File: src/logic/clk_cfg_pkg.sv
// constants shared by the clock configuration block and its serial port
package clk_cfg_pkg;
    // register word indices on the serial port (byte address = 4 x index)
    localparam logic [6:0] IDX_CTRL = 7'h02;
    localparam logic [6:0] IDX_REFBUF = 7'h03;
    localparam logic [6:0] IDX_FMT = 7'h04;
    localparam logic [6:0] IDX_SECOND_CRYSTAL_FORCE = 7'h0a;
    // register widths
    localparam int CTRL_W = 24;
    localparam int REFBUF_W = 32;
    localparam int FMT_W = 16;
    localparam int SECOND_CRYSTAL_FORCE_W = 16;
    // output and reference control fields
    localparam int LOOP_A_OVR_BIT = 0;
    localparam int LOOP_A_ON_BIT = 1;
    localparam int LOOP_B_EN_BIT = 2;
    localparam int LOOP_B_ON_BIT = 3;
    localparam int SRC_A_EN_BIT = 4;
    localparam int SRC_A_SEL_BIT = 5;
    localparam int SRC_B_EN_BIT = 6;
    localparam int SRC_B_SEL_BIT = 7;
    localparam int OUT_OVR_BASE = 8;  // override at 8+2n, enable at 9+2n
    localparam int REF_OVR_BIT = 16;
    localparam int REF_ON_BIT = 17;
    localparam int MR_EN_BIT = 18;
    localparam int MR_BIT = 19;
    // reference buffer config fields
    localparam int FIRST_CRYSTAL_FORCE_FORCE_BIT = 26;
    localparam int REF_MUX_BIT = 27;
    localparam int REF_FMT_LSB = 29;
    // second crystal force bit
    localparam int SECOND_CRYSTAL_FORCE_FORCE_BIT = 8;
    // output format codes
    localparam logic [1:0] FMT_CMOS = 2'h0;
    localparam logic [1:0] FMT_LVDS = 2'h1;
    localparam logic [1:0] FMT_ECL = 2'h2;
    localparam logic [1:0] FMT_CSTEER = 2'h3;
    // serial frame: command byte then one data word
    localparam int CMD_BITS = 8;
    localparam int DATA_BITS = 32;
endpackage : clk_cfg_pkg

File: src/logic/reg_access_if.sv
// register access carrier between the serial port and the register file
`timescale 1ns/1ps
interface reg_access_if;
    logic wr_stb;        // one-cycle write strobe
    logic [6:0] addr;    // word index
    logic [31:0] wdata;  // write data
    logic [31:0] rdata;  // read data for addr
    modport port (output wr_stb, output addr, output wdata, input rdata);
    modport regs (input wr_stb, input addr, input wdata, output rdata);
endinterface : reg_access_if

File: src/logic/clock_ref_output_config.sv
// clock synthesizer configuration: reference muxes, drivers, crystal enables
`timescale 1ns/1ps
module clock_ref_output_config (
    // clock and reset
    input wire logic clk_i,
    input wire logic reset_n_i,
    // serial register port
    input wire logic sclk_i,
    input wire logic cs_n_i,
    input wire logic sdi_i,
    output logic sdo_o,
    // one-time-programmable fuse contents
    input wire logic [23:0] fuse_ctrl_i,
    input wire logic [31:0] fuse_refbuf_i,
    input wire logic [15:0] fuse_fmt_i,
    input wire logic [15:0] fuse_second_crystal_force_i,
    // control pins
    input wire logic loop_a_powerdown_pin_n_i,
    input wire logic output_a_enable_pin_i,
    input wire logic output_b_enable_pin_i,
    input wire logic output_c_enable_pin_i,
    input wire logic output_d_enable_pin_i,
    input wire logic buffered_source_enable_pin_i,
    // synthesis loop controls
    output logic first_synth_loop_power_o,
    output logic second_synth_loop_power_o,
    output logic loop_a_source_select_o,
    output logic loop_b_source_select_o,
    // output drivers a..d (bit 0 = a) and their formats
    output logic [3:0] output_enable_o,
    output logic [7:0] output_format_o,
    // buffered reference driver
    output logic buffered_source_driver_enable_o,
    output logic [1:0] buffered_source_driver_format_o,
    output logic buffered_source_driver_select_o,
    // crystal oscillator amplifiers
    output logic first_crystal_amp_enable_o,
    output logic second_crystal_amp_enable_o
);
    // carrier between the serial port and the register file

    reg_access_if bus ();

    // configuration registers; narrow ones keep their low bits only
    // fuse images are sampled only in a load cycle, after reset or master reset
    logic [23:0] ctrl_r;      // output and reference control
    logic [31:0] refbuf_r;    // reference buffer config
    logic [15:0] fmt_r;       // output format and crystal setup
    logic [15:0] second_crystal_force_r;     // second crystal setup
    logic load_r;             // fuse load pending

    // enable pins gathered so that output n sits at bit n
    wire [3:0] pin_oe = {output_d_enable_pin_i, output_c_enable_pin_i,
                         output_b_enable_pin_i, output_a_enable_pin_i};
    wire [3:0] out_ovr;       // per-output pin override
    wire [3:0] out_reg_en;    // per-output register enable
    wire [3:0] out_on;        // requested state before loop gating
    wire [3:0] loop_on;       // feeding loop powered

    // per-output override decode
    for (genvar n = 0; n < 4; n++) begin : g_out
        assign out_ovr[n] = ctrl_r[clk_cfg_pkg::OUT_OVR_BASE + 2 * n];
        assign out_reg_en[n] = ctrl_r[clk_cfg_pkg::OUT_OVR_BASE + 2 * n + 1];
        // a set override makes the pin a don't-care, in either direction
        // register bit when overridden, pin otherwise
        assign out_on[n] = out_ovr[n] ? out_reg_en[n] : pin_oe[n];
    end

    // loop power: loop a may follow its powerdown pin, loop b is software only
    // a low powerdown pin takes loop a down unless software overrides it
    wire loop_a_pwr = ctrl_r[clk_cfg_pkg::LOOP_A_OVR_BIT]
                    ? ctrl_r[clk_cfg_pkg::LOOP_A_ON_BIT]
                    : loop_a_powerdown_pin_n_i;
    wire loop_b_pwr = ctrl_r[clk_cfg_pkg::LOOP_B_EN_BIT]
                    & ctrl_r[clk_cfg_pkg::LOOP_B_ON_BIT];
    // outputs a, b hang off loop a; c, d off loop b
    assign loop_on = {loop_b_pwr, loop_b_pwr, loop_a_pwr, loop_a_pwr};

    // reference choice per loop; crystal force bits play no part
    // a loop takes the second input only with enable and select both set
    wire src_a = ctrl_r[clk_cfg_pkg::SRC_A_EN_BIT]
               & ctrl_r[clk_cfg_pkg::SRC_A_SEL_BIT];
    wire src_b = ctrl_r[clk_cfg_pkg::SRC_B_EN_BIT]
               & ctrl_r[clk_cfg_pkg::SRC_B_SEL_BIT];
    // the driver mux bit picks the input of the buffered reference driver
    wire src_ref = refbuf_r[clk_cfg_pkg::REF_MUX_BIT];

    // buffered driver enable follows the same override scheme
    // it is not gated by loop power, since it buffers an input directly
    wire ref_on = ctrl_r[clk_cfg_pkg::REF_OVR_BIT]
                ? ctrl_r[clk_cfg_pkg::REF_ON_BIT]
                : buffered_source_enable_pin_i;

    // crystal amps: on when selected anywhere, or forced
    // a selection counts even when the selecting loop is powered down;
    // that costs some power but spares a crystal restart on power-up
    wire amp1 = ~src_a | ~src_b | ~src_ref
              | refbuf_r[clk_cfg_pkg::FIRST_CRYSTAL_FORCE_FORCE_BIT];
    wire amp2 = src_a | src_b | src_ref
              | second_crystal_force_r[clk_cfg_pkg::SECOND_CRYSTAL_FORCE_FORCE_BIT];

    // master reset request reloads the fuse image
    // the reload replaces the write, so the reset bits never read back set
    wire mr_req = bus.wr_stb && bus.addr == clk_cfg_pkg::IDX_CTRL
                && bus.wdata[clk_cfg_pkg::MR_EN_BIT]
                && bus.wdata[clk_cfg_pkg::MR_BIT];

    // read view: enable bits of pin-controlled outputs show the pins
    wire [23:0] ctrl_view;
    for (genvar n = 0; n < 4; n++) begin : g_view
        assign ctrl_view[clk_cfg_pkg::OUT_OVR_BASE + 2 * n] = out_ovr[n];
        assign ctrl_view[clk_cfg_pkg::OUT_OVR_BASE + 2 * n + 1] =
            out_ovr[n] ? out_reg_en[n] : pin_oe[n];
    end
    // bits above the reference controls always read zero
    assign ctrl_view[7:0] = ctrl_r[7:0];
    assign ctrl_view[23:16] = {4'h0, 2'h0, ctrl_r[17:16]};

    // word read mux, narrow registers in the low bits
    // unmapped indices read zero rather than any stale word
    assign bus.rdata =
        (bus.addr == clk_cfg_pkg::IDX_CTRL) ? {8'h00, ctrl_view} :
        (bus.addr == clk_cfg_pkg::IDX_REFBUF) ? refbuf_r :
        (bus.addr == clk_cfg_pkg::IDX_FMT) ? {16'h0000, fmt_r} :
        (bus.addr == clk_cfg_pkg::IDX_SECOND_CRYSTAL_FORCE) ? {16'h0000, second_crystal_force_r} :
        32'h0000_0000;

    // register file; fuses load on the cycle after reset or master reset
    // a write strobe landing in the load cycle is lost; the fuse image wins
    always_ff @(posedge clk_i) begin
        if (!reset_n_i) begin
            load_r <= 1'b1;
            ctrl_r <= '0;
            refbuf_r <= '0;
            fmt_r <= '0;
            second_crystal_force_r <= '0;
        end else if (load_r) begin
            load_r <= 1'b0;
            ctrl_r <= fuse_ctrl_i;
            refbuf_r <= fuse_refbuf_i;
            fmt_r <= fuse_fmt_i;
            second_crystal_force_r <= fuse_second_crystal_force_i;
        end else if (mr_req) begin
            load_r <= 1'b1;
        end else if (bus.wr_stb) begin
            // master reset bits never stick; writes act next cycle
            if (bus.addr == clk_cfg_pkg::IDX_CTRL) begin
                ctrl_r <= {4'h0, 2'h0, bus.wdata[17:0]};
            end
            if (bus.addr == clk_cfg_pkg::IDX_REFBUF) begin
                refbuf_r <= bus.wdata;
            end
            if (bus.addr == clk_cfg_pkg::IDX_FMT) begin
                fmt_r <= bus.wdata[15:0];
            end
            if (bus.addr == clk_cfg_pkg::IDX_SECOND_CRYSTAL_FORCE) begin
                second_crystal_force_r <= bus.wdata[15:0];
            end
        end
    end

    // registered pin-facing outputs; all off while in reset
    // they follow the registers one cycle later, so every pin-facing signal
    // comes straight from a flop and cannot glitch on a decode change
    always_ff @(posedge clk_i) begin
        if (!reset_n_i) begin
            first_synth_loop_power_o <= 1'b0;
            second_synth_loop_power_o <= 1'b0;
            loop_a_source_select_o <= 1'b0;
            loop_b_source_select_o <= 1'b0;
            output_enable_o <= '0;
            output_format_o <= '0;
            buffered_source_driver_enable_o <= 1'b0;
            buffered_source_driver_format_o <= clk_cfg_pkg::FMT_CMOS;
            buffered_source_driver_select_o <= 1'b0;
            first_crystal_amp_enable_o <= 1'b0;
            second_crystal_amp_enable_o <= 1'b0;
        end else begin
            first_synth_loop_power_o <= loop_a_pwr;
            second_synth_loop_power_o <= loop_b_pwr;
            loop_a_source_select_o <= src_a;
            loop_b_source_select_o <= src_b;
            // an output runs only while the loop feeding it is powered
            output_enable_o <= out_on & loop_on;
            // codes pass straight through: cmos, lvds, ecl, current steering
            output_format_o <= fmt_r[7:0];
            buffered_source_driver_enable_o <= ref_on;
            buffered_source_driver_format_o <=
                refbuf_r[clk_cfg_pkg::REF_FMT_LSB +: 2];
            buffered_source_driver_select_o <= src_ref;
            first_crystal_amp_enable_o <= amp1;
            second_crystal_amp_enable_o <= amp2;
        end
    end

    // serial port instance
    // the port samples sclk on clk_i, so sclk must stay well below clk_i
    serial_port u_port (
        .clk_i(clk_i),
        .reset_n_i(reset_n_i),
        .sclk_i(sclk_i),
        .cs_n_i(cs_n_i),
        .sdi_i(sdi_i),
        .sdo_o(sdo_o),
        .bus(bus.port)
    );
endmodule : clock_ref_output_config

File: src/logic/serial_port.sv
// serial register port: command byte (read flag, index) then 32 data bits
`timescale 1ns/1ps
module serial_port (
    // clock and reset
    input wire logic clk_i,
    input wire logic reset_n_i,
    // serial pins, sampled on the system clock
    input wire logic sclk_i,
    input wire logic cs_n_i,
    input wire logic sdi_i,
    output logic sdo_o,
    // register side
    reg_access_if.port bus
);
    localparam int FRAME = clk_cfg_pkg::CMD_BITS + clk_cfg_pkg::DATA_BITS;

    logic sclk_q_r;           // previous sclk sample
    logic [5:0] cnt_r;        // bits received in this frame
    logic [30:0] sh_r;        // incoming shift register
    logic rd_r;               // frame is a read
    logic load_r;             // load read word next cycle
    logic [31:0] out_r;       // outgoing shift register
    logic [6:0] addr_r;
    logic wr_r;
    logic [31:0] wdata_r;

    // edges of the serial clock; sclk must be slower than clk_i / 4
    wire rise = sclk_i & ~sclk_q_r & ~cs_n_i;
    wire fall = ~sclk_i & sclk_q_r & ~cs_n_i;
    wire cmd_done = rise && cnt_r == 6'(clk_cfg_pkg::CMD_BITS - 1);
    wire frame_done = rise && cnt_r == 6'(FRAME - 1);

    assign bus.wr_stb = wr_r;
    assign bus.addr = addr_r;
    assign bus.wdata = wdata_r;

    // frame receive, command decode and write strobe
    always_ff @(posedge clk_i) begin
        if (!reset_n_i) begin
            sclk_q_r <= 1'b0;
            cnt_r <= '0;
            sh_r <= '0;
            rd_r <= 1'b0;
            load_r <= 1'b0;
            addr_r <= '0;
            wr_r <= 1'b0;
            wdata_r <= '0;
        end else begin
            sclk_q_r <= sclk_i;
            load_r <= cmd_done & sh_r[6];
            wr_r <= frame_done & ~rd_r;
            if (cs_n_i) begin
                // deselect aborts any partial frame
                cnt_r <= '0;
            end else if (rise) begin
                sh_r <= {sh_r[29:0], sdi_i};
                cnt_r <= frame_done ? '0 : cnt_r + 6'h01;
            end
            if (cmd_done) begin
                rd_r <= sh_r[6];
                addr_r <= {sh_r[5:0], sdi_i};
            end
            if (frame_done) begin
                wdata_r <= {sh_r, sdi_i};
            end
        end
    end

    // read data leaves msb first, changing on falling sclk
    always_ff @(posedge clk_i) begin
        if (!reset_n_i) begin
            out_r <= '0;
            sdo_o <= 1'b0;
        end else if (load_r) begin
            out_r <= bus.rdata;
        end else if (fall && rd_r) begin
            sdo_o <= out_r[31];
            out_r <= {out_r[30:0], 1'b0};
        end
    end
endmodule : serial_port

File: config.mk
export PLATFORM = sky130hd
export DESIGN_NAME = clock_ref_output_config
export DESIGN_NICKNAME = d
export VERILOG_FILES = /design/src/logic/clk_cfg_pkg.sv /design/src/logic/reg_access_if.sv /design/src/logic/clock_ref_output_config.sv /design/src/logic/serial_port.sv
export SDC_FILE = /design/constraint.sdc
export NUM_CORES = 1
export LEC_CHECK = 0
export BUFFER_PORTS_ARGS = -buffer_cell sky130_fd_sc_hd__buf_2
export CORE_ASPECT_RATIO = 1.1
export CORE_UTILIZATION = 23
export CTS_CLUSTER_DIAMETER = 60
export CTS_CLUSTER_SIZE = 28
export DETAILED_ROUTE_END_ITERATION = 12
export PLACE_DENSITY = 0.49
export SLEW_MARGIN = 40
export SYNTH_ARGS = -nofsm -noshare
export SYNTH_HDL_FRONTEND = slang
export SYNTH_SLANG_ARGS = --single-unit
File: constraint.sdc
create_clock -name clk_i -period 5.6 [get_ports clk_i]
set_input_delay 0.28 -clock clk_i [delete_from_list [all_inputs] [get_ports clk_i]]
set_output_delay 0.28 -clock clk_i [all_outputs]
set_load 0.02 [all_outputs]
==> impl_metrics.prom <==
# TYPE chip_impl_metric gauge
chip_impl_metric{name="yosys_warnings",unit=""} 0
chip_impl_metric{name="grt_max_degree",unit=""} 125
chip_impl_info{name="worst_setup_path_start_kind",value="register"} 1
chip_impl_metric{name="die_height",unit="um"} 214
chip_impl_metric{name="final_max_slew_viol_count",unit=""} 0
chip_impl_metric{name="crit_path_max_incr_delay",unit="ns"} 0.69
chip_impl_metric{name="worstPathRequired",unit="ns"} 6.00
chip_impl_info{name="hold_class",value="input pin to register"} 1
chip_impl_info{name="synth_top_cells_by_area",value="sky130_fd_sc_hd__dfxtp_1 (46%), sky130_fd_sc_hd__mux2i_1 (8.6%), sky130_fd_sc_hd__nand2_1 (7.9%), sky130_fd_sc_hd__o211a_1 (5.9%), sky130_fd_sc_hd__a21boi_0 (5.1%)"} 1
chip_impl_info{name="grt_setup_unrepaired",value="false"} 1
chip_impl_metric{name="syn-mean-instance-area",unit="um2"} 9.04
chip_impl_info{name="setup.worst_path.start",value="u_port.bus.addr[0]"} 1
chip_impl_metric{name="finalSetupViolCount",unit=""} 0
chip_impl_metric{name="setup.reg_to_reg.worst_slack",unit="ns"} 3.11
chip_impl_metric{name="grt_pass1_vias",unit=""} 7024
chip_impl_info{name="r2r-start",value="u_port.bus.addr[0]"} 1
chip_impl_metric{name="port_buffers",unit=""} 115
chip_impl_info{name="tritoncts",value="yes"} 1
chip_impl_metric{name="cts_max_level",unit=""} 1
chip_impl_metric{name="cts_num_sinks",unit=""} 218
chip_impl_metric{name="pin_count",unit=""} 122
chip_impl_metric{name="grt_antenna_before_repair",unit=""} 3
chip_impl_info{name="critical_path_class",value="register to register"} 1
chip_impl_metric{name="max_cap_violations",unit=""} 0
chip_impl_metric{name="fin_nets",unit=""} 1199
chip_impl_info{name="cp_cell_sequence",value="or4_4 > o31ai_4 > buf_4 > nand2_1 > o211a_1"} 1
chip_impl_metric{name="drt-wirelength-per-cell",unit="um"} 16.1
chip_impl_metric{name="floorplan.core_area",unit="mm2"} 0.0403
chip_impl_metric{name="grt_use_total",unit="%"} 12.3
chip_impl_metric{name="timing_worst_slew_pin_value",unit="ns"} 0.769
chip_impl_metric{name="cts_setup_buffers",unit=""} 0
chip_impl_metric{name="timing.slew.headroom",unit="%"} 48.6
chip_impl_info{name="ctsRootBufferMaster",value="sky130_fd_sc_hd__clkbuf_16"} 1
chip_impl_metric{name="vias_per_cell",unit=""} 4.58
chip_impl_metric{name="initial_utilization",unit="%"} 23.4
chip_impl_metric{name="gr-total-overflow",unit=""} 0
chip_impl_metric{name="vdd.ir_drop.worst",unit="mV"} 0.151
chip_impl_metric{name="wire_length_of_the_first_global_routing_pass",unit="mm"} 40.6
chip_impl_metric{name="power-per-cell-area",unit="mW/mm2"} 288
chip_impl_metric{name="synth.yosys.seq_area_share",unit="%"} 46.4
chip_impl_info{name="r2r-end",value="second_crystal_force_r[7]"} 1
chip_impl_metric{name="max_freq",unit="MHz"} 402
chip_impl_metric{name="mappedNetlistArea",unit="mm2"} 0.00941
chip_impl_metric{name="worst_slack",unit="ns"} 3.11
chip_impl_metric{name="via_count",unit=""} 7436
chip_impl_info{name="critical_path.slowest_cell",value="sky130_fd_sc_hd__o31ai_4"} 1
chip_impl_metric{name="r2r_cells",unit=""} 5
chip_impl_metric{name="whs",unit="ns"} 0.0337
chip_impl_metric{name="worstPathArrival",unit="ns"} 2.89
chip_impl_metric{name="fraction_of_final_layout_cells_sized_beyond_drive_strength_1",unit="%"} 15.4
chip_impl_info{name="ys.flop_type",value="sky130_fd_sc_hd__dfxtp_1"} 1
chip_impl_metric{name="cts-buffers-inserted",unit=""} 16
chip_impl_metric{name="synth_cell_type_count",unit=""} 47
chip_impl_metric{name="asyncSetResetFlopFracSynth",unit="%"} 0
chip_impl_metric{name="drt_pre_antenna_iters",unit=""} 5
chip_impl_metric{name="post_cts_resize_count",unit=""} 0
chip_impl_metric{name="synth_enable_flop_cells",unit=""} 0
chip_impl_metric{name="fin_skew",unit="ns"} 0.0250
chip_impl_info{name="run_status",value="finished clean"} 1
chip_impl_metric{name="min_period_over_period",unit="%"} 44.4
chip_impl_metric{name="drt_iter0_markers",unit=""} 357
chip_impl_metric{name="clk-insertion-delay-late",unit="ns"} 0.52
chip_impl_metric{name="finalWeightedCongestion",unit=""} 0.767
chip_impl_metric{name="cts-root-to-sink-buffers",unit=""} 3
chip_impl_metric{name="detail_route.drc_violations",unit=""} 0
chip_impl_metric{name="timing.final.hold_violations",unit=""} 0
chip_impl_metric{name="wl",unit="mm"} 26.1
chip_impl_metric{name="setup_tns",unit="ns"} 0
chip_impl_metric{name="dp_hpwl",unit="mm"} 18.1
chip_impl_metric{name="worstPathMaxFanout",unit=""} 23
chip_impl_metric{name="post_synth_inst_count",unit=""} 1040
chip_impl_metric{name="die_x",unit="um"} 195
chip_impl_info{name="synth_largest_area_cell",value="sky130_fd_sc_hd__dfxtp_1"} 1
chip_impl_metric{name="synth_seq_cells",unit=""} 218
chip_impl_info{name="setup.worst_path.end",value="second_crystal_force_r[7]"} 1
chip_impl_metric{name="clkTransAtPathRegs",unit="ns"} 0.09
chip_impl_metric{name="placementRows",unit=""} 77
chip_impl_metric{name="floorplan.die_area",unit="mm2"} 0.0417
chip_impl_metric{name="number_of_nets_still_failing_antenna_checks_after_routing",unit=""} 0
chip_impl_metric{name="cts_hold_repair.buffers",unit=""} 0
chip_impl_metric{name="layout_area_overhead",unit="%"} 17.2
chip_impl_info{name="cp-end-kind",value="register"} 1
chip_impl_metric{name="post-place-ws",unit="ns"} 3.10
chip_impl_metric{name="cellLeakagePower",unit="nW"} 4.52
chip_impl_metric{name="finalCriticalPeriod",unit="ns"} 2.49
chip_impl_metric{name="post_synth_net_total",unit=""} 1140
chip_impl_metric{name="synth_top_area_share",unit="%"} 46.4
-- report_power, final --
group          total [mW]  internal [mW]  leakage, nW  switching [mW]
clock                1.34          0.733        0.290           0.605
combinational       0.208         0.0893         2.45           0.119
sequential           1.62           1.59         1.78          0.0322
total                3.17           2.41         4.52           0.756
-- worst min path at each step --
| stage | to | cells after the start | slack, ns | from |
|---|---|---|---|---|
| 5_1_grt | ctrl_r[13] | 3 | 0.04 | fuse_ctrl_i[13] |
| 4_1_cts | ctrl_r[11] | 3 | 0.02 | fuse_ctrl_i[11] |
| 6_report | ctrl_r[13] | 3 | 0.03 | fuse_ctrl_i[13] |
| 3_5_place_dp | output_format_o[0] | 2 | 0.44 | fmt_r[0] |
| 2_1_floorplan | u_port.sclk_q_r | 1 | 0.40 | sclk_i |
| 3_3_place_gp | u_port.bus.wdata[29] | 2 | 0.45 | u_port.bus.wdata[29] |
-- cell usage in the layout, fill, tap and decap left out, types with 15 or more instances in the layout --
cell,instances
sky130_fd_sc_hd__o211a_1,55
sky130_fd_sc_hd__a2111oi_0,15
sky130_fd_sc_hd__a21boi_0,64
sky130_fd_sc_hd__clkbuf_16,17
sky130_fd_sc_hd__buf_2,114
sky130_fd_sc_hd__o32ai_1,16
sky130_fd_sc_hd__o21ai_0,28
sky130_fd_sc_hd__nand2b_1,17
sky130_fd_sc_hd__dfxtp_1,216
sky130_fd_sc_hd__nor2b_1,47
sky130_fd_sc_hd__mux2i_1,81
sky130_fd_sc_hd__and2_1,18
sky130_fd_sc_hd__a21oi_1,75
sky130_fd_sc_hd__inv_1,16
sky130_fd_sc_hd__nor2_1,21
sky130_fd_sc_hd__nand2_1,199
-- through the flow --
stage               instances  util, %  area [um2]  power (mW)
floorplan                1040        -        9410        1.78
global placement         1594     25.9       10400        1.87
detailed placement       1594     25.9       10400        1.87
CTS                      1621     27.4       11000        3.23
global route             1621     27.4       11000        3.31
finish                   1623     27.4       11000        3.17
-- registers in the layout (all words and copies together) (netlist names), 2 cells and up --
register / count
refbuf_r: 32
u_port.bus.wdata: 32
u_port.out_r: 32
u_port.sh_r: 31
ctrl_r: 18
fmt_r: 16
second_crystal_force_r: 16
output_format_o: 8
u_port.bus.addr: 7
u_port.cnt_r: 6
output_enable_o: 4
buffered_source_driver_format_o: 2
-- per-layer routing --
layer / share of wire, % / global-route usage (%)
met1: 49 / 17.3
met2: 45 / 19.4
met3: 4.5 / 1.71
met4: 1.9 / 3.60
met5: 0.054 / 0
-- area by class of cell --
type	count	area, um2
clock inverters	8	146
inverters	16	60.1
multi-input cells	718	4650
fillers	4346	29200
flip-flops and latches	218	4370
repair buffers	129	696
diodes	2	5.00
clock buffers	19	453
well taps	513	642
-- cells by family (layout without fill, tap and decap cells) --
kind of cell,Yosys count,in the layout,synth area share [%]
muxes,83,83,8.86
xor gates and xnor gates,4,4,0.373
buffers and inverters,104,172,4.58
AOI/OAI and AO/OA,286,286,22.5
adders and majority gates,1,1,0.133
and+or+nand+nor,344,344,17.2
other,0,2,0
DFF,218,218,46.4
-- worst max-delay path, delay by kind of cell, from the launching register on --
family / cells / cell delay (ns)
buffers and inverters: 1 / 0.35
AOI/OAI and AO/OA: 2 / 0.82
DFF: 1 / 0.49
and+or+nand+nor: 2 / 0.73
-- cells in the mapped netlist, types with 13 or more instances --
cell,count
sky130_fd_sc_hd__nand2b_1,18
sky130_fd_sc_hd__a21boi_0,64
sky130_fd_sc_hd__o211a_1,55
sky130_fd_sc_hd__nand2_1,199
sky130_fd_sc_hd__o32ai_1,16
sky130_fd_sc_hd__o2bb2ai_1,14
sky130_fd_sc_hd__dfxtp_1,218
sky130_fd_sc_hd__and2_1,18
sky130_fd_sc_hd__inv_1,16
sky130_fd_sc_hd__a2111oi_0,15
sky130_fd_sc_hd__a21oi_1,75
sky130_fd_sc_hd__clkbuf_1,63
sky130_fd_sc_hd__buf_2,13
sky130_fd_sc_hd__nor2b_1,47
sky130_fd_sc_hd__nor2_1,21
sky130_fd_sc_hd__mux2i_1,81
sky130_fd_sc_hd__o21ai_0,28
(Power assumes the default switching activity.)
